[src/design/timer_map.svh]
`ifndef TIMER_MAP_SVH
`define TIMER_MAP_SVH
// Behaviour
// - Edge count mode: each selected pin edge decrements the counter until it equals match.
// - Edge count accepts rising, falling or both edges, chosen by the edge select field.
// - On reaching match: set match flags, reload from interval load, clear timer enable.
// - After the target is reached, edges are ignored until software enables again.
// - Edge time counter free-runs down from interval load, which resets to 0xFFFF.
// - Capture select one enters edge time mode; edge select chooses the captured edge.
// - Each selected edge copies the count to the captured register and sets event flags.
// - The captured count holds until the next selected edge overwrites it.
// - Edge time counter keeps running after capture and reloads after reaching 0x0000.
// - Alternate mode select enables PWM; interval load defines the output period.
// - PWM offers an 8-bit prescaler with its own prescale match, giving 24 bits.
// - PWM counts to 0x0000, reloads counter and prescaler next cycle, until disabled.
// - PWM mode never raises any status flag.
// - PWM output asserts at the start value, drops at match; a bit inverts it.
// - Configuration 0x4 runs the two timers as independent 16-bit channels.
// - Mode field 0x1 is one-shot, stopping at timeout; 0x2 is periodic, running on.
// - Writing one to a clear bit of the interrupt clear register clears that flag.
// - Configuration 0x1 selects RTC mode, counting edges of the 32 kHz slow clock pin.
// - RTC count equal to match reloads zero and keeps counting; no clear needed.

`define CFG_OFF       12'h000
`define MODE_A_OFF    12'h004
`define CTL_OFF       12'h00C
`define IMR_OFF       12'h018
`define RIS_OFF       12'h01C
`define MIS_OFF       12'h020
`define ICR_OFF       12'h024
`define ILR_A_OFF     12'h028
`define MATCH_A_OFF   12'h030
`define PR_A_OFF      12'h038
`define PMR_A_OFF     12'h040
`define TR_A_OFF      12'h048

`define CFG_RTC       3'h1
`define CFG_16BIT     3'h4
`define MODE_ONESHOT  2'h1
`define MODE_PERIODIC 2'h2
`define MODE_CAPTURE  2'h3
`define EDGE_RISE     2'h0
`define EDGE_FALL     2'h1

`define CTL_STRIDE    8
`define ST_TO_BIT     0
`define ST_MATCH_BIT  1
`define ST_EVENT_BIT  2
`define ST_RTC_BIT    3
`define ST_STRIDE     8

`define ILR_RESET     16'hFFFF
`define MATCH_RESET   16'hFFFF
`define CAPTURE_RESET 16'hFFFF
`define RTC_START     32'h00000001
`endif

[src/design/timer_pkg.sv]
package timer_pkg;

    typedef enum logic [2:0]
    {
        OP_IDLE     = 3'b000,
        OP_ONESHOT  = 3'b001,
        OP_PERIODIC = 3'b010,
        OP_COUNT    = 3'b011,
        OP_TIME     = 3'b100,
        OP_PWM      = 3'b101
    } op_type;

    typedef struct packed
    {
        logic       alternate_mode_select;
        logic       capture_mode_select;
        logic [1:0] timer_mode_field;
    } mode_type;

    typedef struct packed
    {
        logic       pwm_invert_bit;
        logic [1:0] edge_select;
        logic       timer_enable_bit;
    } chan_ctl_type;

endpackage

[src/design/timer_capture_pwm.sv]
`include "timer_map.svh"

module timer_capture_pwm
#(
    parameter int TIMER_WIDTH    = 16,
    parameter int PRESCALE_WIDTH = 8
)
(
    input  wire logic        MCLK,
    input  wire logic        RSTN,
    input  wire logic        PSEL,
    input  wire logic        PENABLE,
    input  wire logic        PWRITE,
    input  wire logic [11:0] PADDR,
    input  wire logic [31:0] PWDATA,
    output logic      [31:0] PRDATA,
    output logic             PREADY,
    output logic             PSLVERR,
    input  wire logic [1:0]  CCP_IN,
    output logic      [1:0]  CCP_OUT,
    output logic      [1:0]  CCP_OE,
    input  wire logic        SLOW_CLOCK_PIN
);

    if (TIMER_WIDTH != 16 || PRESCALE_WIDTH != 8)
    begin : width_check
        $error("Only a 16-bit counter with an 8-bit prescaler is supported.");
    end

    ////////////////////////////////////////////////////////////////////////////////
    // Functions.

    function automatic timer_pkg::op_type op_decode(input logic [2:0] cfg_value,
                                                    input timer_pkg::mode_type m);
        timer_pkg::op_type op;
        op = timer_pkg::OP_IDLE;
        if (cfg_value[2])
        begin
            if (m.alternate_mode_select)
                op = timer_pkg::OP_PWM;
            else if (m.timer_mode_field == `MODE_ONESHOT)
                op = timer_pkg::OP_ONESHOT;
            else if (m.timer_mode_field == `MODE_PERIODIC)
                op = timer_pkg::OP_PERIODIC;
            else if (m.timer_mode_field == `MODE_CAPTURE)
                op = m.capture_mode_select ? timer_pkg::OP_TIME : timer_pkg::OP_COUNT;
        end
        return op;
    endfunction

    function automatic logic edge_pick(input logic [1:0] sel, input logic rise, input logic fall);
        case (sel)
            `EDGE_RISE: return rise;
            `EDGE_FALL: return fall;
            default:    return rise | fall;
        endcase
    endfunction

    ////////////////////////////////////////////////////////////////////////////////
    // State.

    logic [2:0]                cfg;
    timer_pkg::mode_type       mode     [2];
    timer_pkg::chan_ctl_type   ctl      [2];
    logic [15:0]               ilr      [2];
    logic [15:0]               match    [2];
    logic [7:0]                pr       [2];
    logic [7:0]                pmr      [2];
    logic [15:0]               cnt      [2];
    logic [7:0]                pre      [2];
    logic [15:0]               captured [2];
    logic [15:0]               imr;
    logic [1:0]                flag_to;
    logic [1:0]                flag_match;
    logic [1:0]                flag_event;
    logic                      flag_rtc;
    logic [31:0]               rtc_count;
    logic [1:0]                ilr_load;
    logic [1:0]                pwm_raw;
    logic [1:0]                ccp_s1;
    logic [1:0]                ccp_s2;
    logic [1:0]                ccp_s3;
    logic                      slow_s1;
    logic                      slow_s2;
    logic                      slow_s3;

    timer_pkg::op_type         op       [2];
    logic [1:0]                running;
    logic [1:0]                edge_hit;
    logic [1:0]                timeout;
    logic [1:0]                count_hit;
    logic [1:0]                capture;
    logic [1:0]                stop_req;
    logic [1:0]                wr_mode;
    logic [1:0]                wr_ilr;
    logic [1:0]                wr_match;
    logic [1:0]                wr_pr;
    logic [1:0]                wr_pmr;
    logic [31:0]               ris_word;
    logic [31:0]               ctl_word;
    logic [31:0]               rd_value;
    logic                      addr_hit;
    logic                      wr_en;
    logic                      rtc_mode;
    logic                      rtc_tick;
    logic                      rtc_hit;
    logic                      cfg_rtc_load;

    ////////////////////////////////////////////////////////////////////////////////
    // Decode.

    assign wr_en        = PSEL && PENABLE && PWRITE && PREADY && addr_hit;
    assign rtc_mode     = (cfg == `CFG_RTC);
    assign rtc_tick     = slow_s2 && !slow_s3;
    assign rtc_hit      = rtc_mode && ctl[0].timer_enable_bit && rtc_tick
                          && rtc_count == {match[1], match[0]};
    assign cfg_rtc_load = wr_en && PADDR == `CFG_OFF && PWDATA[2:0] == `CFG_RTC;

    for (genvar n = 0; n < 2; n++)
    begin : chan
        assign op[n]        = op_decode(cfg, mode[n]);
        assign running[n]   = ctl[n].timer_enable_bit && op[n] != timer_pkg::OP_IDLE;
        assign edge_hit[n]  = edge_pick(ctl[n].edge_select, ccp_s2[n] && !ccp_s3[n],
                                        !ccp_s2[n] && ccp_s3[n]);
        assign timeout[n]   = running[n] && !ilr_load[n] && pre[n] == 8'h00 && cnt[n] == 16'h0000
                              && (op[n] == timer_pkg::OP_ONESHOT || op[n] == timer_pkg::OP_PERIODIC);
        assign count_hit[n] = running[n] && !ilr_load[n] && op[n] == timer_pkg::OP_COUNT
                              && edge_hit[n] && 16'(cnt[n] - 16'h0001) == match[n];
        assign capture[n]   = running[n] && op[n] == timer_pkg::OP_TIME && edge_hit[n];
        assign stop_req[n]  = count_hit[n] || (timeout[n] && op[n] == timer_pkg::OP_ONESHOT);
        assign wr_mode[n]   = wr_en && PADDR == 12'(`MODE_A_OFF + 4 * n);
        assign wr_ilr[n]    = wr_en && PADDR == 12'(`ILR_A_OFF + 4 * n);
        assign wr_match[n]  = wr_en && PADDR == 12'(`MATCH_A_OFF + 4 * n);
        assign wr_pr[n]     = wr_en && PADDR == 12'(`PR_A_OFF + 4 * n);
        assign wr_pmr[n]    = wr_en && PADDR == 12'(`PMR_A_OFF + 4 * n);
    end

    always_comb
    begin
        ris_word = 32'h00000000;
        ctl_word = 32'h00000000;
        for (int n = 0; n < 2; n++)
        begin
            ris_word[`ST_TO_BIT + `ST_STRIDE * n]    = flag_to[n];
            ris_word[`ST_MATCH_BIT + `ST_STRIDE * n] = flag_match[n];
            ris_word[`ST_EVENT_BIT + `ST_STRIDE * n] = flag_event[n];
            ctl_word[`CTL_STRIDE * n +: 4]           = ctl[n];
        end
        ris_word[`ST_RTC_BIT] = flag_rtc;
    end

    always_comb
    begin
        addr_hit = 1'b1;
        case (PADDR)
            `CFG_OFF:             rd_value = {29'h0, cfg};
            `MODE_A_OFF:          rd_value = {28'h0, mode[0]};
            `MODE_A_OFF + 12'h4:  rd_value = {28'h0, mode[1]};
            `CTL_OFF:             rd_value = ctl_word;
            `IMR_OFF:             rd_value = {16'h0, imr};
            `RIS_OFF:             rd_value = ris_word;
            `MIS_OFF:             rd_value = ris_word & {16'h0, imr};
            `ICR_OFF:             rd_value = 32'h00000000;
            `ILR_A_OFF:           rd_value = {16'h0, ilr[0]};
            `ILR_A_OFF + 12'h4:   rd_value = {16'h0, ilr[1]};
            `MATCH_A_OFF:         rd_value = {16'h0, match[0]};
            `MATCH_A_OFF + 12'h4: rd_value = {16'h0, match[1]};
            `PR_A_OFF:            rd_value = {24'h0, pr[0]};
            `PR_A_OFF + 12'h4:    rd_value = {24'h0, pr[1]};
            `PMR_A_OFF:           rd_value = {24'h0, pmr[0]};
            `PMR_A_OFF + 12'h4:   rd_value = {24'h0, pmr[1]};
            `TR_A_OFF:            rd_value = rtc_mode ? {16'h0, rtc_count[15:0]} :
                                             op[0] == timer_pkg::OP_TIME ? {16'h0, captured[0]} :
                                             {16'h0, cnt[0]};
            `TR_A_OFF + 12'h4:    rd_value = rtc_mode ? {16'h0, rtc_count[31:16]} :
                                             op[1] == timer_pkg::OP_TIME ? {16'h0, captured[1]} :
                                             {16'h0, cnt[1]};
            default:
            begin
                rd_value = 32'h00000000;
                addr_hit = 1'b0;
            end
        endcase
    end

    ////////////////////////////////////////////////////////////////////////////////
    // Bus slave: one wait-free access; the answer is prepared in the setup cycle.

    always_ff @(posedge MCLK or negedge RSTN)
    begin
        if (!RSTN)
        begin
            PREADY  <= 1'b0;
            PRDATA  <= 32'h00000000;
            PSLVERR <= 1'b0;
        end
        else
        begin
            PREADY <= PSEL && !PENABLE;
            if (PSEL && !PENABLE)
            begin
                PRDATA  <= PWRITE ? 32'h00000000 : rd_value;
                PSLVERR <= !addr_hit;
            end
        end
    end

    ////////////////////////////////////////////////////////////////////////////////
    // Software registers. A software write to control wins over the hardware stop.

    always_ff @(posedge MCLK or negedge RSTN)
    begin
        if (!RSTN)
        begin
            cfg <= 3'h0;
            imr <= 16'h0000;
            for (int n = 0; n < 2; n++)
            begin
                mode[n]     <= '0;
                ctl[n]      <= '0;
                ilr[n]      <= `ILR_RESET;
                match[n]    <= `MATCH_RESET;
                pr[n]       <= 8'h00;
                pmr[n]      <= 8'h00;
                ilr_load[n] <= 1'b0;
            end
        end
        else
        begin
            if (wr_en && PADDR == `CFG_OFF)
                cfg <= PWDATA[2:0];
            if (wr_en && PADDR == `IMR_OFF)
                imr <= PWDATA[15:0];
            for (int n = 0; n < 2; n++)
            begin
                ilr_load[n] <= wr_ilr[n];
                if (wr_mode[n])
                    mode[n] <= timer_pkg::mode_type'(PWDATA[3:0]);
                if (wr_en && PADDR == `CTL_OFF)
                    ctl[n] <= timer_pkg::chan_ctl_type'(PWDATA[`CTL_STRIDE * n +: 4]);
                else if (stop_req[n])
                    ctl[n].timer_enable_bit <= 1'b0;
                if (wr_ilr[n])
                    ilr[n] <= PWDATA[15:0];
                if (wr_match[n])
                    match[n] <= PWDATA[15:0];
                if (wr_pr[n])
                    pr[n] <= PWDATA[7:0];
                if (wr_pmr[n])
                    pmr[n] <= PWDATA[7:0];
            end
        end
    end

    ////////////////////////////////////////////////////////////////////////////////
    // Pin synchronisers.

    always_ff @(posedge MCLK or negedge RSTN)
    begin
        if (!RSTN)
        begin
            ccp_s1  <= 2'b00;
            ccp_s2  <= 2'b00;
            ccp_s3  <= 2'b00;
            slow_s1 <= 1'b0;
            slow_s2 <= 1'b0;
            slow_s3 <= 1'b0;
        end
        else
        begin
            ccp_s1  <= CCP_IN;
            ccp_s2  <= ccp_s1;
            ccp_s3  <= ccp_s2;
            slow_s1 <= SLOW_CLOCK_PIN;
            slow_s2 <= slow_s1;
            slow_s3 <= slow_s2;
        end
    end

    ////////////////////////////////////////////////////////////////////////////////
    // Counters. A disabled channel rests at its start value.

    always_ff @(posedge MCLK or negedge RSTN)
    begin
        if (!RSTN)
        begin
            for (int n = 0; n < 2; n++)
            begin
                cnt[n]      <= `ILR_RESET;
                pre[n]      <= 8'h00;
                captured[n] <= `CAPTURE_RESET;
            end
        end
        else
        begin
            for (int n = 0; n < 2; n++)
            begin
                if (capture[n])
                    captured[n] <= cnt[n];
                if (!running[n] || ilr_load[n])
                begin
                    cnt[n] <= ilr[n];
                    pre[n] <= pr[n];
                end
                else
                begin
                    case (op[n])
                        timer_pkg::OP_ONESHOT, timer_pkg::OP_PERIODIC, timer_pkg::OP_PWM:
                        begin
                            if (pre[n] != 8'h00)
                                pre[n] <= 8'(pre[n] - 8'h01);
                            else
                            begin
                                pre[n] <= pr[n];
                                cnt[n] <= (cnt[n] == 16'h0000) ? ilr[n] : 16'(cnt[n] - 16'h0001);
                            end
                        end
                        timer_pkg::OP_COUNT:
                        begin
                            if (edge_hit[n])
                                cnt[n] <= count_hit[n] ? ilr[n] : 16'(cnt[n] - 16'h0001);
                        end
                        timer_pkg::OP_TIME:
                            cnt[n] <= (cnt[n] == 16'h0000) ? ilr[n] : 16'(cnt[n] - 16'h0001);
                        default:
                            cnt[n] <= cnt[n];
                    endcase
                end
            end
        end
    end

    ////////////////////////////////////////////////////////////////////////////////
    // Sticky status; a new event in the clearing cycle survives the clear.

    always_ff @(posedge MCLK or negedge RSTN)
    begin
        if (!RSTN)
        begin
            flag_to    <= 2'b00;
            flag_match <= 2'b00;
            flag_event <= 2'b00;
            flag_rtc   <= 1'b0;
        end
        else
        begin
            for (int n = 0; n < 2; n++)
            begin
                flag_to[n]    <= timeout[n] || (flag_to[n]
                                 && !(wr_en && PADDR == `ICR_OFF && PWDATA[`ST_TO_BIT + `ST_STRIDE * n]));
                flag_match[n] <= count_hit[n] || (flag_match[n]
                                 && !(wr_en && PADDR == `ICR_OFF && PWDATA[`ST_MATCH_BIT + `ST_STRIDE * n]));
                flag_event[n] <= capture[n] || (flag_event[n]
                                 && !(wr_en && PADDR == `ICR_OFF && PWDATA[`ST_EVENT_BIT + `ST_STRIDE * n]));
            end
            flag_rtc <= rtc_hit || (flag_rtc && !(wr_en && PADDR == `ICR_OFF && PWDATA[`ST_RTC_BIT]));
        end
    end

    ////////////////////////////////////////////////////////////////////////////////
    // Slow-clock counter, counting up on each synchronised rising edge.

    always_ff @(posedge MCLK or negedge RSTN)
    begin
        if (!RSTN)
            rtc_count <= `RTC_START;
        else if (cfg_rtc_load)
            rtc_count <= `RTC_START;
        else if (rtc_mode && ctl[0].timer_enable_bit && rtc_tick)
            rtc_count <= rtc_hit ? 32'h00000000 : 32'(rtc_count + 32'h00000001);
    end

    ////////////////////////////////////////////////////////////////////////////////
    // Pulse-width output.

    always_ff @(posedge MCLK or negedge RSTN)
    begin
        if (!RSTN)
        begin
            pwm_raw <= 2'b00;
            CCP_OUT <= 2'b00;
            CCP_OE  <= 2'b00;
        end
        else
        begin
            for (int n = 0; n < 2; n++)
            begin
                if (op[n] != timer_pkg::OP_PWM || !running[n])
                    pwm_raw[n] <= 1'b0;
                else if (cnt[n] == ilr[n] && pre[n] == pr[n])
                    pwm_raw[n] <= 1'b1;
                else if (cnt[n] == match[n] && pre[n] == pmr[n])
                    pwm_raw[n] <= 1'b0;
                CCP_OUT[n] <= pwm_raw[n] ^ ctl[n].pwm_invert_bit;
                CCP_OE[n]  <= (op[n] == timer_pkg::OP_PWM);
            end
        end
    end

    for (genvar n = 0; n < 2; n++)
    begin : chk

    end
endmodule

[config.mk]
export PLATFORM = sky130hd
export DESIGN_NAME = timer_capture_pwm
export DESIGN_NICKNAME = d
export VERILOG_FILES = /design/src/design/timer_pkg.sv /design/src/design/timer_capture_pwm.sv
export VERILOG_INCLUDE_DIRS = /design/src /design/src/design
export SDC_FILE = /design/constraint.sdc
export NUM_CORES = 1
export LEC_CHECK = 0
export BUFFER_PORTS_ARGS = -buffer_cell sky130_fd_sc_hd__buf_4
export CORE_MARGIN = 3
export CORE_UTILIZATION = 30
export DETAILED_ROUTE_END_ITERATION = 12
export GPL_TIMING_DRIVEN = 0
export PLACE_DENSITY_LB_ADDON = 0.12
export REMOVE_ABC_BUFFERS = 1
export SYNTH_ARGS = -nofsm -noshare
export SYNTH_HDL_FRONTEND = slang
export SYNTH_SLANG_ARGS = --single-unit
[constraint.sdc]
create_clock -name MCLK -period 4.21 [get_ports MCLK]
set_input_delay 0.6315 -clock MCLK [delete_from_list [all_inputs] [get_ports MCLK]]
set_output_delay 0.6315 -clock MCLK [all_outputs]
set_load 0.005 [all_outputs]
==> metrics.csv <==
metric,value,unit
status,completed,
stdcell_count,2465,
critPathKind,register to register,
synth_top_area_cell,dfrtp_1,
syn_to_final_growth,14.9,%
hold_slack,130,ps
rsz0062_at_grt,false,
tritoncts,yes,
layout_common_cells,"mux2_2 (168), dfrtp_1 (156), nand2_1 (148), dfstp_2 (129), xor2_1 (103)",
finalSetupViolCount,0,
via_count,13800,
synth_top_area_share,0.229,
maxSlewViolCount,0,
floorplan.die_area,59600,sq um
syn_avg_cell_area,10.1,sq um
synth_area_leaders,"dfrtp_1 (23%), dfstp_2 (20%), mux2_2 (11%)",
wl_met2,28.5,mm
max_freq,0.253,GHz
num-nets-final,1751,
ant_nets,0,
routed_wl,63.2,mm
routedWlPerCell,25.7,um
final.fill_count,5623,
gr-total-overflow,0,
finClkSkew,31.6,ps
cts_buffer_depth,3,
post-route-util,0.351,
coreArea,55600,sq um
clkPwrFrac,0.542,
synthDistinctLibCells,90,
switching_share,0.224,
rrSetupSlack,250,ps
vias_per_cell,5.59,
comb_power_share,0.024,
die_w,244,um
irDropWorstVdd,0.242,mV
p_int,4.93,mW
cap_violations,0,
clk_pin_slew,60,ps
yosysSeqAreaShare,0.429,
track_usage,0.210,
drtIter0Drc,1331,
grt_max_degree,108,
insertion_delay,570,ps
gp_congestion,0.895,
worstReg2RegEnd,cnt[7],
placed_cells_incl_taps,2392,
reg2reg_from,cnt[0],
first_global_vias,13700,
ctsHoldBuffers,0,
htreeDepth,2,
cts_buffers,39,
hold_path.class,input port to async pin,
worst_pin_slew,1420,ps
syn_inst,1686,
powerDensity,325,nW/um^2
met3WireLength,3.34,mm
slew_headroom,0.0460,
worstSetupEndpointType,register,
hpwl,46.7,mm
row_count,86,
pin_count,90,
ys_warn_count,0,
synth_ff_type,dfrtp_1,
synthArstFlopShare,1.00,
p_sw,1.42,mW
syn-cell-area,17000,sq um
crit_required,4720,ps
die_h,244,um
sequentialPowerShare,0.434,
antenna_found_initial,0,
portBuffers,57,
grt_pass1_wl,93.7,mm
m1WireLength,29.6,mm
dpl_cell_area,18200,sq um
initial_core_util,0.306,
drive_above_1_share,0.285,
drcViolationCount,0,
final_common_cell,mux2_2,
worstPathMaxFanout,10,
synth-edff-count,0,
worst_ep_arrival_time,4470,ps
first_pass_iters,5,
fin_total_pwr,6.35,mW
cts.sinks,285,
leakagePower,8.16,nW
clockRootBuffer,clkbuf_16,
hold_violations,0,
fin_crit_sh,0.940,
synth.ff_latch_count,285,
period_needed,3960,ps
dr.max_layer_used,met4,
reg2reg_depth,10,
crit_path_start_kind,register,
final_area,19500,sq um
==> cell type report <==
type,count,area [sq um],area share
repair buffers,74,706,0.0361
clock inverters,14,193,0.00986
diodes,1,2.50,0.000128
clock buffers,57,1140,0.0586
well taps,748,936,0.0479
inverters,31,116,0.00595
flip-flops and latches,285,7290,0.373
multi-input cells,1255,9150,0.468
==> power by group through the flow <==
stage | registers [mW] | clock network (mW) | logic (mW)
floorplan | 2.80 | 0 | 0.0201
global placement | 2.80 | 0 | 0.144
detailed placement | 2.80 | 0 | 0.158
CTS | 2.76 | 3.53 | 0.158
global route | 2.76 | 3.65 | 0.172
finish | 2.76 | 3.44 | 0.154
==> sequential cells by signal, indices dropped and copies added, names as in the netlist, 3 cells and up <==
name / flops
imr: 16
ctl: 8
cfg: 3
rtc_count: 32
pmr: 16
match: 32
captured: 32
cnt: 32
mode: 8
PRDATA: 16
pr: 16
ilr: 32
pre: 16
==> critical path: stages (launching register included) <==
cell	delay, ps
dfstp_2	420
inv_1	170
ha_1	280
or3b_1	510
nor4_1	590
o21ai_0	280
a32oi_1	270
nand4_1	280
o21ai_1	640
a21boi_0	220
a21bo_2	240
==> how the worst max path moves through the flow <==
stage	cells past startpoint	slack (ps)	startpoint	to
detailed placement	9	-720	PADDR[9]	rtc_count[30]
CTS	9	50	PADDR[9]	rtc_count[30]
global route	10	10	cnt[0]	cnt[7]
finish	10	250	cnt[0]	cnt[7]
global placement	7	-1860	PADDR[9]	PRDATA[3]
floorplan	10	630	cnt[16]	cnt[18]
==> per-layer routing <==
| layer | global-route usage | up-vias |
|---|---|---|
| met5 | 0 | - |
| met4 | 0.0664 | 0 |
| met3 | 0.0275 | 97 |
| met2 | 0.324 | 470 |
| met1 | 0.303 | 7072 |
| li1 | - | 6142 |
==> cell families (layout without fill, tap and decap cells) <==
logic type | after synthesis | after routing | synth area share
and+or+nand+nor | 548 | 548 | 0.170
AOI/OAI and AO/OA | 321 | 321 | 0.137
DFF | 285 | 285 | 0.429
muxes | 195 | 195 | 0.129
xor gates and xnor gates | 162 | 162 | 0.0842
buffers and inverters | 161 | 176 | 0.0416
adders and majority gates | 13 | 13 | 0.00956
other | 1 | 17 | 0.000220
==> repair_timing <==
action | CTS | global route
gates resized for setup | 1 | 2
pin swaps | 0 | 1
endpoints found under the hold margin | 0 | 0
setup buffers | 0 | 1
endpoints found under the setup margin | 21 | 22
==> Yosys cell counts (all sizes together), types with 5 or more instances <==
library cell	instances
o21a	6
o22a	12
mux2	176
o221ai	5
and2	8
xnor2	58
and3	16
nor4	42
a221oi	18
or2	7
inv	30
buf	44
nor3	47
o211ai	15
dfrtp	156
or4	8
a22o	25
nand2	149
a311oi	5
nand2b	16
xor2	103
o21ai	57
a221o	6
nand4	44
dfstp	129
a222oi	10
ha	13
nand4b	6
clkbuf	86
a21oi	66
nor2	106
a22oi	33
a21o	6
nor2b	8
or3	12
a311o	9
mux2i	19
nor4b	5
nand3	45
nor3b	14
==> through the flow <==
step / worst slack (ps) / setup TNS [ps]
2_1_floorplan: 634 / 0
3_3_place_gp: -1860 / -171010
3_5_place_dp: -723 / -17670
4_1_cts: 53.9 / 0
5_1_grt: 11.4 / 0
6_report: 252 / 0
Note: power is estimated with default switching activity, not from simulation.
